$ cat config.mk
export PLATFORM = sky130hd
export DESIGN_NAME = rbt_transceiver
export DESIGN_NICKNAME = d
export VERILOG_FILES = /design/src/verilog/rbt_pkg.sv /design/src/verilog/rbt_bit_channel.sv /design/src/verilog/rbt_transceiver.sv
export VERILOG_INCLUDE_DIRS = /design/src /design/src/verilog
export SDC_FILE = /design/constraint.sdc
export NUM_CORES = 1
export LEC_CHECK = 0
export BUFFER_PORTS_ARGS = -buffer_cell sky130_fd_sc_hd__buf_2
export CORE_ASPECT_RATIO = 0.9
export CORE_MARGIN = 2
export CORE_UTILIZATION = 55
export DETAILED_ROUTE_END_ITERATION = 7
export PLACE_DENSITY = 0.78
export SLEW_MARGIN = 20
export SYNTH_ARGS = -nofsm -noshare
export SYNTH_HDL_FRONTEND = slang
export SYNTH_SLANG_ARGS = --single-unit
export TNS_END_PERCENT = 20
$ cat constraint.sdc
create_clock -name i_clk -period 2.9 [get_ports i_clk]
set_clock_uncertainty 0.05 [all_clocks]
set_input_delay 0.58 -clock i_clk [delete_from_list [all_inputs] [get_ports i_clk]]
set_output_delay 0.58 -clock i_clk [all_outputs]
set_load 0.005 [all_outputs]
$ cat src/verilog/rbt_regs.svh
// Constants of the registered bidirectional bus transceiver.
// Assumes inclusion by bare name from the design files of this block.
// Function
// - Each register captures its own bus on a rising edge of its own capture clock.
// - A low source select passes live data from the opposite bus, a high one the stored value.
// - Changing a source select never glitches the driven port output.
// - B drive enable high drives B, A drive enable low drives A, otherwise both are isolated.
// - With B driven and its select low, the live A value is driven onto B.
// - With A driven and its select low, the live B value is driven onto A.
// - With A driven and its select high, the B-side register is driven onto A.
// - With both driven and both selects high, each port shows the opposite register.
// - With both driven and both selects live, each port drives the live value of the opposite bus.
// - With only B driven from live A, coincident edges load the same A value into both registers.
// - With only A driven from live B, coincident edges load the same B value into both registers.
// - With only one port driven and its select low, coincident capture edges load both registers correctly.
// - The block is eight identical bit channels sharing all controls.
`ifndef RBT_REGS_SVH
`define RBT_REGS_SVH
`define RBT_WIDTH     8
`define RBT_CTL_W     6
`define RBT_CTL_A_CLK 0
`define RBT_CTL_B_CLK 1
`define RBT_CTL_A_SEL 2
`define RBT_CTL_B_SEL 3
`define RBT_CTL_B_EN  4
`define RBT_CTL_A_EN_N 5
`define RBT_CTL_RST   6'h20
`define RBT_PREV_RST  2'h3
`define RBT_OE_N_RST  2'h3
`define RBT_OUT_RST   1'b0
`endif

$ cat src/verilog/rbt_pkg.sv
// Types of the registered bidirectional bus transceiver.
// Assumes nothing of its surroundings.
package rbt_pkg;
    typedef enum logic {
        RBT_SRC_LIVE   = 1'b0,
        RBT_SRC_STORED = 1'b1
    } rbt_src_t;
endpackage

$ cat src/verilog/rbt_bit_channel.sv
// One bit channel: the two storage bits and the two registered port outputs.
// Assumes all inputs are already synchronous to i_clk.
`timescale 1ns/10ps
`include "rbt_regs.svh"
module rbt_bit_channel (
    input  wire logic       i_clk,
    input  wire logic       i_sys_rst,
    input  wire logic       i_a_live,
    input  wire logic       i_b_live,
    input  wire logic       i_a_cap,
    input  wire logic       i_b_cap,
    input  wire logic       i_a_edge,
    input  wire logic       i_b_edge,
    input  rbt_pkg::rbt_src_t i_a_sel,
    input  rbt_pkg::rbt_src_t i_b_sel,
    output logic            o_a_out,
    output logic            o_b_out,
    output logic            o_a_store,
    output logic            o_b_store
);
    typedef struct packed {
        logic a_store;
        logic b_store;
        logic a_out;
        logic b_out;
    } rbt_chan_state_t;

    rbt_chan_state_t st_d;
    rbt_chan_state_t st_q;

    always_comb
    begin
        st_d = st_q;
        // Capture ignores enables and selects; storage is never reset
        if (i_a_edge)
        begin
            st_d.a_store = i_a_cap;
        end
        if (i_b_edge)
        begin
            st_d.b_store = i_b_cap;
        end
        // Registered mux: the port only changes on a clock edge
        st_d.a_out = (i_a_sel == rbt_pkg::RBT_SRC_STORED) ? st_q.b_store
                                                          : i_b_live;
        st_d.b_out = (i_b_sel == rbt_pkg::RBT_SRC_STORED) ? st_q.a_store
                                                          : i_a_live;
        if (i_sys_rst)
        begin
            st_d.a_out = `RBT_OUT_RST;
            st_d.b_out = `RBT_OUT_RST;
        end
    end

    always_ff @(posedge i_clk)
    begin
        st_q <= st_d;
    end

    assign o_a_out   = st_q.a_out;
    assign o_b_out   = st_q.b_out;
    assign o_a_store = st_q.a_store;
    assign o_b_store = st_q.b_store;
endmodule // rbt_bit_channel

$ cat src/verilog/rbt_transceiver.sv
// Registered bidirectional transceiver between an A bus and a B bus.
// Assumes all pin inputs are asynchronous; each bus pin is split into
// input, output and an output enable that is low while driving.
`timescale 1ns/10ps
`include "rbt_regs.svh"
module rbt_transceiver #(
    parameter int WIDTH = `RBT_WIDTH
) (
    input  wire logic             i_clk,
    input  wire logic             i_sys_rst,
    input  wire logic [WIDTH-1:0] i_a_bus,
    input  wire logic [WIDTH-1:0] i_b_bus,
    input  wire logic             i_a_capture_clk,
    input  wire logic             i_b_capture_clk,
    input  wire logic             i_a_source_sel,
    input  wire logic             i_b_source_sel,
    input  wire logic             i_b_port_drive_en,
    input  wire logic             i_a_port_drive_en_n,
    output logic      [WIDTH-1:0] o_a_bus,
    output logic                  o_a_bus_oe_n,
    output logic      [WIDTH-1:0] o_b_bus,
    output logic                  o_b_bus_oe_n
);
    typedef struct packed {
        logic [WIDTH-1:0]      a_s1;
        logic [WIDTH-1:0]      a_s2;
        logic [WIDTH-1:0]      b_s1;
        logic [WIDTH-1:0]      b_s2;
        logic [`RBT_CTL_W-1:0] ctl_s1;
        logic [`RBT_CTL_W-1:0] ctl_s2;
        logic [1:0]            clk_prev;
        logic [1:0]            oe_n;
    } rbt_top_state_t;

    rbt_top_state_t   st_d;
    rbt_top_state_t   st_q;
    logic             a_edge;
    logic             b_edge;
    logic             a_drive;
    logic             b_drive;
    logic             a_sel;
    logic             b_sel;
    logic [WIDTH-1:0] a_cap;
    logic [WIDTH-1:0] b_cap;
    logic [WIDTH-1:0] a_store;
    logic [WIDTH-1:0] b_store;

    always_comb
    begin
        st_d          = st_q;
        st_d.a_s1     = i_a_bus;
        st_d.a_s2     = st_q.a_s1;
        st_d.b_s1     = i_b_bus;
        st_d.b_s2     = st_q.b_s1;
        st_d.ctl_s1   = {i_a_port_drive_en_n, i_b_port_drive_en, i_b_source_sel,
                         i_a_source_sel, i_b_capture_clk, i_a_capture_clk};
        st_d.ctl_s2   = st_q.ctl_s1;
        st_d.clk_prev = {st_q.ctl_s2[`RBT_CTL_B_CLK], st_q.ctl_s2[`RBT_CTL_A_CLK]};
        st_d.oe_n[0]  = st_q.ctl_s2[`RBT_CTL_A_EN_N];
        st_d.oe_n[1]  = ~st_q.ctl_s2[`RBT_CTL_B_EN];
        if (i_sys_rst)
        begin
            st_d.ctl_s1   = `RBT_CTL_RST;
            st_d.ctl_s2   = `RBT_CTL_RST;
            st_d.clk_prev = `RBT_PREV_RST;
            st_d.oe_n     = `RBT_OE_N_RST;
        end
    end

    always_ff @(posedge i_clk)
    begin
        st_q <= st_d;
    end

    assign a_edge  = st_q.ctl_s2[`RBT_CTL_A_CLK] & ~st_q.clk_prev[0];
    assign b_edge  = st_q.ctl_s2[`RBT_CTL_B_CLK] & ~st_q.clk_prev[1];
    assign a_sel   = st_q.ctl_s2[`RBT_CTL_A_SEL];
    assign b_sel   = st_q.ctl_s2[`RBT_CTL_B_SEL];
    assign b_drive = st_q.ctl_s2[`RBT_CTL_B_EN];
    assign a_drive = ~st_q.ctl_s2[`RBT_CTL_A_EN_N];

    // A one-way live drive feeds the far register straight from the source,
    // so coincident edges see one value instead of the lagging pin echo
    assign a_cap = (a_drive && !b_drive && !a_sel) ? st_q.b_s2 : st_q.a_s2;
    assign b_cap = (b_drive && !a_drive && !b_sel) ? st_q.a_s2 : st_q.b_s2;

    for (genvar g = 0; g < WIDTH; g++)
    begin : g_chan
        rbt_bit_channel u_chan (
            .i_clk     (i_clk),
            .i_sys_rst (i_sys_rst),
            .i_a_live  (st_q.a_s2[g]),
            .i_b_live  (st_q.b_s2[g]),
            .i_a_cap   (a_cap[g]),
            .i_b_cap   (b_cap[g]),
            .i_a_edge  (a_edge),
            .i_b_edge  (b_edge),
            .i_a_sel   (rbt_pkg::rbt_src_t'(a_sel)),
            .i_b_sel   (rbt_pkg::rbt_src_t'(b_sel)),
            .o_a_out   (o_a_bus[g]),
            .o_b_out   (o_b_bus[g]),
            .o_a_store (a_store[g]),
            .o_b_store (b_store[g])
        );
    end

    assign o_a_bus_oe_n = st_q.oe_n[0];
    assign o_b_bus_oe_n = st_q.oe_n[1];
endmodule // rbt_transceiver
==> results.toml, run 1 <==
[power_and_ir_drop]
p_seq_share_pct = 57.8
vdd_drop_max_uv = 406
combPwrFrac_pct = 4.1
leakage_nw = 1.13
clkPwrFrac_pct = 38.1
p_int_mw = 1.66
power.net_switching_mw = 0.434
p_per_area_nw_per_um2 = 751
swShare_pct = 20.7

[global_route]
grt_max_degree = 33
overflow = 0
grt_first_pass_wirelength_um = 5370
grt_antenna_before_repair = 0
grt_pass1_vias = 1191
grtUsageTotal_pct = 15.7

[cts]
post_cts_buffers = 0
clock_latency_ns = 0.34
cts.path.max_buffers = 2
cts.sinks = 80
hold_buffers = 0
cts_tree = "done"
numCtsBuffers = 9
path_clk_slew_ns = 0.08
htree_num_levels = 3
ctsResizeCount = 0
root_buffer = "clkbuf_8"

[critical_path]
start_kind = "flop"
worst-path-buf-inv = 0
crit_slowest_cell = "dfxtp_1"
critPathKind = "reg -> reg"
path_cells = "nor3_4 -> mux2_2"
cp-end-kind = "flop"
crit_fanout = 9
crit_family = "flip-flops"
worst_path_largest_cell_delay_ns = 0.48
cp.required_ns = 2.94
worstPathArrival_ns = 1.69

[drt]
avgViaCountPerCell = 4.62
drc_errors = 0
drtAntennaViolNets = 0
drt_iter0_drc = 66
num_vias = 1233
firstDrtPassIters = 4
wl_um = 3300
wl_per_cell_um = 12.4

[logic_synthesis]
syn_avg_cell_area_um2 = 14.5
synth_top_area_cell = "dfxtp_1"
async_flop_share_pct = 0
synthDistinctLibCells = 13
synth_fp_nets = 193
synth_edf_count = 16
synth_area_um2 = 2460
synth_seq_cells = 80
ys.flop_type = "dfxtp_1"
yosys.cell_count.top_type = "dfxtp_1"
seq_area_frac_synth_pct = 71.7
synth_cells = 169
synthTopCellsByArea = "dfxtp_1, edfxtp_1, mux2_2, mux2i_1, buf_4"
yosysTopAreaCellShare_pct = 52.2
ys_warn_count = 0

[floorplan]
pin_count = 42
dieArea_um2 = 5020
core_um2 = 4370
fp.dieW_um = 74.4
placementRows = 23
initial_utilization_pct = 56.1
die_y_um = 67.4

[min_path]
hold_class = "reg -> reg"

[timing]
finalSetupViolCount = 0
final.period_utilization_pct = 56.8
final.min_clock_period_ns = 1.65
setup_tns_ns = 0
maxSlewViolCount = 0
max_freq_mhz = 607
finalHoldViolCount = 0
rsz0062_at_grt = "false"
max_slew_margin_pct = 52.1
holdWs_ns = 0.269
tightestPinTransition_ns = 0.718

[place]
gp_congestion = 0.726
place_area_um2 = 2580
io_buffers = 41
dp.cells = 251
hpwlAfterDp_um = 2330

[status]
status = "completed"

[cells_and_area]
fin_area_um2 = 2790
register_area_um2 = 1760
layout-drive-gt1-share_pct = 39.0
final_cells = 267
multiInputGateArea_um2 = 541
area_delta_synth_final_pct = 13.6
fill_cells = 347
antennaDiodeCount = 0
final_nets = 224

[job]
drv_cap = 0
-- metal layers --
layer / routed length, um / global-route usage (%)
met1: 1360 / 16.2
met2: 1670 / 25.8
met3: 224 / 9.40
met4: 53 / 6.70
met5: 0 / 0
-- stage by stage --
| step | total power [mW] | util (%) | worst slack (ns) |
|---|---|---|---|
| floorplan | 1.30 | - | 1.48 |
| global placement | 1.32 | 59.1 | 1.31 |
| detailed placement | 1.32 | 59.1 | 1.23 |
| CTS | 2.12 | 63.8 | 1.24 |
| global route | 2.18 | 63.8 | 1.19 |
| finish | 2.10 | 63.8 | 1.25 |
-- logic make-up after synthesis --
| family | count (synthesis) | share of synthesized area [%] |
|---|---|---|
| flip-flops | 80 | 71.7 |
| multiplexers | 32 | 13.9 |
| AND/OR/NAND/NOR | 36 | 8.15 |
| buffers and inverters | 21 | 6.27 |
-- registers in the layout, summed over array words and instances (netlist names), 8 cells and up --
signal / cells
g_chan.u_chan.o_b_store: 8
g_chan.u_chan.o_a_out: 8
g_chan.u_chan.o_a_store: 8
g_chan.u_chan.o_b_out: 8
st_q: 27
st_d: 16
-- layout make-up --
type                            count  share of cell area [%]
Tap cell                           62                    2.78
Timing Repair Buffer               41                    7.35
Clock inverter                      6                    2.42
Clock buffer                       10                    4.93
Sequential cell                    80                    63.1
Multi-Input combinational cell     68                    19.4
-- worst paths after layout --
path                    startpoint                              endpoint  slack [ns]  cells past startpoint
setup / recovery  a_sel$_SDFF_PP0_  g_chan[5].u_chan.o_a_store$_DFFE_PP_        1.25                      2
hold / removal    st_d[34]$_DFF_P_                      st_q[34]$_DFF_P_        0.27                      0
setup reg to reg  a_sel$_SDFF_PP0_  g_chan[5].u_chan.o_a_store$_DFFE_PP_        1.25                      2
hold reg to reg   st_d[34]$_DFF_P_                      st_q[34]$_DFF_P_        0.27                      0
-- placed cells by master, fill, tap and decap left out --
cell         n
clkinv_2     1
clkbuf_8    10
nand2b_1     1
nor2b_1     12
clkinv_4     1
nand3b_2     1
nor2_1      16
or2_2        5
bufinv_16    1
mux2_2      16
edfxtp_1    16
dfxtp_1     64
buf_2       41
nor3_4       1
clkinvlp_4   2
inv_6        1
mux2i_1     16
-- power by group through the flow --
stage               sequential [mW]  clock, mW  combinational, mW
finish                         1.21      0.799             0.0858
global route                   1.22      0.868             0.0954
CTS                            1.21      0.820             0.0873
detailed placement             1.24          0             0.0863
global placement               1.23          0             0.0823
floorplan                      1.23          0             0.0738
No activity file was read; power rests on OpenSTA's default activity.
==> run 2: changes to the inputs <==
Settings changed: ABC_AREA set to 1, CORE_UTILIZATION 55 to 49, PLACE_DENSITY 0.78 to 0.74.
Clock period 2.9 ns to 1.4 ns, I/O delays scaled along.
==> run 2 against run 1 <==
Compared with the run above: maximum frequency up 32%; die area up 13%; sequential share of layout area down 5.1 points; register-to-register slack worse by 1.1 ns; worst hold slack worse by 0.20 ns; via count up 29%; non-clock buffer count up 25; cell count up 34%; clock power up 100%; synthesized cell count up 38%; first-iteration DRC count unchanged; setup slack worse by 1.1 ns.
==> results.toml, run 2 <==
[floorplan]
die_y_um = 71.6
pin_count = 42
placementRows = 24
core_um2 = 4860
fp.dieW_um = 79.2
dieArea_um2 = 5670
initial_utilization_pct = 51.2

[global_route]
grt_antenna_before_repair = 0
grtUsageTotal_pct = 15.6
grt_pass1_vias = 1505
grt_max_degree = 20
overflow = 0
grt_first_pass_wirelength_um = 6460

[critical_path]
r2r_start = "b_sel$_SDFF_PP0_"
cp-end-kind = "flop"
crit_top_cell = "nand2_1"
path_cells = "inv_2 -> nand3_2 -> nand2_1 -> nand2_1"
cp.required_ns = 1.45
start_kind = "flop"
cp-startpoint = "b_sel$_SDFF_PP0_"
crit_fanout = 10
critPathKind = "reg -> reg"
worstPathArrival_ns = 1.30
worst_path_largest_cell_delay_ns = 0.40
crit_slowest_cell = "dfxtp_1"

[power_and_ir_drop]
p_per_area_nw_per_um2 = 1430
leakage_nw = 1.39
vdd_drop_max_uv = 853

[logic_synthesis]
synth_top_area_cell = "dfxtp_1"
synthTopCellsByArea = "dfxtp_1, edfxtp_1, nor2_1, nand2_1, buf_4"
synth_fp_nets = 258
synth.area.mux_share_pct = 0
synth_top_family_by_area = "simple AND/OR/NAND/NOR gates"
syn_avg_cell_area_um2 = 10.6
synth_common_cells = "dfxtp_1, nor2_1, nand2_1"
synth-adder-area-share_pct = 0
synth_compound_area_share_pct = 3.21
ys.flop_type = "dfxtp_1"
yosys.cell_count.top_type = "dfxtp_1"
synth_edf_count = 16
synthDistinctLibCells = 16
ys_warn_count = 0
seq_area_frac_synth_pct = 70.7
synthSimpleGateAreaFrac_pct = 17.2
synth_cells = 234
async_flop_share_pct = 0
yosysTopAreaCellShare_pct = 51.4
synth_seq_cells = 80
synth_xor_area_share_pct = 0
synth_area_um2 = 2490

[cts]
ctsResizeCount = 0
cts_tree = "done"
root_buffer = "clkbuf_8"
htree_num_levels = 3
clock_latency_ns = 0.34
numCtsBuffers = 9
cts.path.max_buffers = 2
path_clk_slew_ns = 0.07
cts.sinks = 80
post_cts_buffers = 0

[timing]
setup_slack_ns = 0.151
rsz0062_at_grt = "false"
finalSetupViolCount = 0
final.period_utilization_pct = 89.2
finalHoldViolCount = 0
maxSlewViolCount = 0
max_freq_mhz = 800
max_slew_margin_pct = 67.2
tightestPinTransition_ns = 0.491
final.min_clock_period_ns = 1.25
setup_tns_ns = 0

[place]
hpwlAfterDp_um = 2680
gp_congestion = 0.785
io_buffers = 41
dp_slack_ns = 0.169

[drt]
wl_per_cell_um = 10.9
wl_um = 3930
drt_iter0_drc = 66
firstDrtPassIters = 4
avgViaCountPerCell = 4.43
drc_errors = 0
drtAntennaViolNets = 0
num_vias = 1592

[cells_and_area]
final_common_cell = "dfxtp_1"
top_register = "st_q"
most-common-layout-cells = "dfxtp_1, nor2_1, buf_2"
final_nets = 313
area_delta_synth_final_pct = 21.9
largest_reg_flops = 27
antennaDiodeCount = 0
layout-drive-gt1-share_pct = 24.8

[status]
status = "completed"

[min_path]
hold_class = "in -> reg"
min_from = "i_a_port_drive_en_n"

[job]
drv_cap = 0
==> run 2: power by group <==
group          total, mW  leakage (nW)  internal (mW)  switching, mW
Sequential          2.51         0.681           2.46         0.0483
Combinational      0.233         0.613          0.121          0.112
Clock               1.61        0.0957          0.858          0.750
Total               4.35          1.39           3.44          0.910
==> run 2: final timing paths <==
path | to | slack (ns) | cells past startpoint
setup / recovery | g_chan[4].u_chan.o_b_store$_DFFE_PP_ | 0.15 | 4
hold / removal | st_q[15]$_SDFF_PP1_ | 0.07 | 2
setup reg to reg | g_chan[4].u_chan.o_b_store$_DFFE_PP_ | 0.15 | 4
hold reg to reg | st_q[37]$_DFF_P_ | 0.28 | 0
==> run 2: layer usage <==
metal | track usage [%] | part of all wire [%]
met5 | 0 | 0
met1 | 18.1 | 47
met2 | 24.4 | 44
met3 | 6.55 | 6.7
met4 | 9.20 | 2.6
==> run 2: layout make-up <==
class	count	area [um^2]
clock inverters	6	58.8
well taps	65	81.3
multi-input cells	117	508
flip-flops and latches	80	1760
inverters	15	56.3
fillers	411	1830
clock buffers	10	138
repair buffers	66	433
==> run 2: metrics by stage <==
step                      std cells  cell area, um^2  util, %  hold WS (ns)  power (mW)
after floorplan                 234             2490        -         0.258        2.70
after global placement          327             2680     55.1         0.262        2.75
after detailed placement        327             2680     55.1         0.262        2.76
after CTS                       359             3040     62.4        0.0621        4.39
after global routing            359             3040     62.4        0.0524        4.54
final                           359             3040     62.4        0.0723        4.35
==> run 2: cell families after synthesis <==
family | Yosys count
simple gates | 101
flops | 80
buf+inv | 37
compound gates | 16
==> run 2: critical path: cells and delay by family (launching register included) <==
kind	cells	cell delay, ns
flops	1	0.40
buf+inv	1	0.20
simple gates	3	0.37
==> run 2: what timing repair did <==
action / CTS / global route
endpoints found under the hold margin: 16 / 0
endpoints found under the setup margin: 0 / 0
hold buffers: 16 / 0
==> run 3: changes to the inputs <==
Settings changed: REMOVE_ABC_BUFFERS set to 1.
==> run 3 against run 2 <==
Compared with the run above: count of clock-buffer cells in the layout up 1; sequential share of layout area hardly changed; worst hold slack got worse by 0.0092 ns; sequential power is essentially flat; wire length is 5.9% higher; flip-flop and latch count stayed put; largest cell class unchanged; cell count shrank 0.56%; largest power group unchanged; maximum frequency hardly changed; combinational power about the same; die area is the same; clock power up 5%.
==> results.toml, run 3 (synthesized netlist as in run 2, its figures left out) <==
[critical_path]
rr_endpoint = "g_chan[2].u_chan.o_b_store$_DFFE_PP_"
worst_path_largest_cell_delay_ns = 0.41
critPathKind = "reg -> reg"
crit_family = "flip-flops"
ff2ff_path_depth = 4
crit_slowest_cell = "dfxtp_1"
start_kind = "flop"
reg2reg_slack_ns = 0.15
crit_top_cell = "nand2_1"
path_cells = "buf_4 -> nand3_2 -> nand2_1 -> nand2_1"
cp-end-kind = "flop"
cp.required_ns = 1.45
crit_fanout = 10
worst-path-buf-inv = 1
r2r_start = "b_drive$_SDFF_PP0_"
worstPathArrival_ns = 1.30

[timing]
finalSetupViolCount = 0
finalHoldViolCount = 0
tightestPinTransition_ns = 0.327
max_freq_mhz = 800
final.period_utilization_pct = 89.3
setup_tns_ns = 0
final.min_clock_period_ns = 1.25
maxSlewViolCount = 0
rsz0062_at_grt = "false"
max_slew_margin_pct = 78.2

[min_path]
hold_depth = 2
whs_endpoint = "st_q[15]$_SDFF_PP1_"
hold_class = "in -> reg"
min_from = "i_a_port_drive_en_n"

[power_and_ir_drop]
swShare_pct = 21.2
power.net_switching_mw = 0.941
p_seq_share_pct = 56.5
combPwrFrac_pct = 5.3
p_per_area_nw_per_um2 = 1460
vdd_drop_max_uv = 1280
p_int_mw = 3.49
clkPwrFrac_pct = 38.2
leakage_nw = 1.39

[floorplan]
pin_count = 42
initial_utilization_pct = 51.2
core_um2 = 4860
dieArea_um2 = 5670
fp.dieW_um = 79.2
placementRows = 24
die_y_um = 71.6

[cells_and_area]
antennaDiodeCount = 0
area_delta_synth_final_pct = 22.0
largest_reg_flops = 27
fin_util_pct = 62.5
most-common-layout-cells = "dfxtp_1, nor2_1, buf_2"
fill_cells = 425
final_nets = 311
top_register = "st_q"
final_common_cell = "dfxtp_1"
layout-drive-gt1-share_pct = 24.7

[global_route]
grt_max_degree = 20
grtUsageTotal_pct = 16.5
overflow = 0
grt_pass1_vias = 1575
grt_antenna_before_repair = 0
grt_first_pass_wirelength_um = 7000

[place]
io_buffers = 41
hpwlAfterDp_um = 2650
gp_congestion = 0.787

[cts]
cts.sinks = 80
htree_num_levels = 3
root_buffer = "clkbuf_8"
clock_latency_ns = 0.35
cts_tree = "done"
numCtsBuffers = 9
cts.path.max_buffers = 2
path_clk_slew_ns = 0.08

[drt]
num_vias = 1613
wl_um = 4160
drt_iter0_drc = 141
drtAntennaViolNets = 0
drc_errors = 0
avgViaCountPerCell = 4.52
wl_per_cell_um = 11.7
firstDrtPassIters = 4

[status]
status = "completed"

[job]
drv_cap = 0
[run 3: area by class of cell]
type	count	area, um^2	share of cell area, %
clock buffer	11	151	4.98
clock inverter	5	55.1	1.81
inverter	15	58.8	1.93
multi-input combinational	117	513	16.9
sequential	80	1760	58.0
tap	65	81.3	2.68
timing repair buffer	64	418	13.8
[run 3: per-layer routing]
layer	up-vias	routed length, um	GRT usage [%]
li1	835	-	-
met4	0	99	8.24
met2	60	2000	26.8
met1	705	1790	19.4
met3	13	268	6.17
met5	-	0	0
[run 3: what timing repair did]
action | in CTS | in global routing
hold endpoints to repair | 16 | 0
hold buffers | 16 | 0
endpoints found under the setup margin | 0 | 14
gates resized for setup | 0 | 3
setup buffers | 0 | 0
[run 3: worst max-delay path by stage]
stage / from / endpoint / slack [ns] / depth (start not counted)
global route: b_drive$_SDFF_PP0_ / g_chan[2].u_chan.o_b_store$_DFFE_PP_ / 0.06 / 4
floorplan: b_drive$_SDFF_PP0_ / g_chan[0].u_chan.o_a_store$_DFFE_PP_ / 0.19 / 4
finish: b_drive$_SDFF_PP0_ / g_chan[2].u_chan.o_b_store$_DFFE_PP_ / 0.15 / 4
CTS: st_q[9]$_SDFF_PP1_ / g_chan[3].u_chan.o_a_store$_DFFE_PP_ / 0.09 / 4
detailed placement: b_sel$_SDFF_PP0_ / g_chan[2].u_chan.o_b_store$_DFFE_PP_ / 0.11 / 4
global placement: b_sel$_SDFF_PP0_ / g_chan[2].u_chan.o_b_store$_DFFE_PP_ / 0.13 / 4
[run 3: power groups by stage]
stage	registers (mW)	logic (mW)	clock network [mW]
after detailed placement	2.56	0.200	0
final	2.51	0.235	1.69
after global routing	2.52	0.270	1.85
after floorplan	2.56	0.0891	0
after global placement	2.56	0.194	0
after CTS	2.51	0.235	1.73
[run 3: metrics by stage]
stage	cell area, um^2	power, mW	instances	worst slack (ns)	hold WS, ns
global route	3040	4.63	357	0.0617	0.0523
finish	3040	4.44	357	0.150	0.0631
CTS	3030	4.47	357	0.0927	0.0523
global placement	2670	2.75	325	0.129	0.261
floorplan	2330	2.64	212	0.185	0.258
detailed placement	2670	2.76	325	0.110	0.264
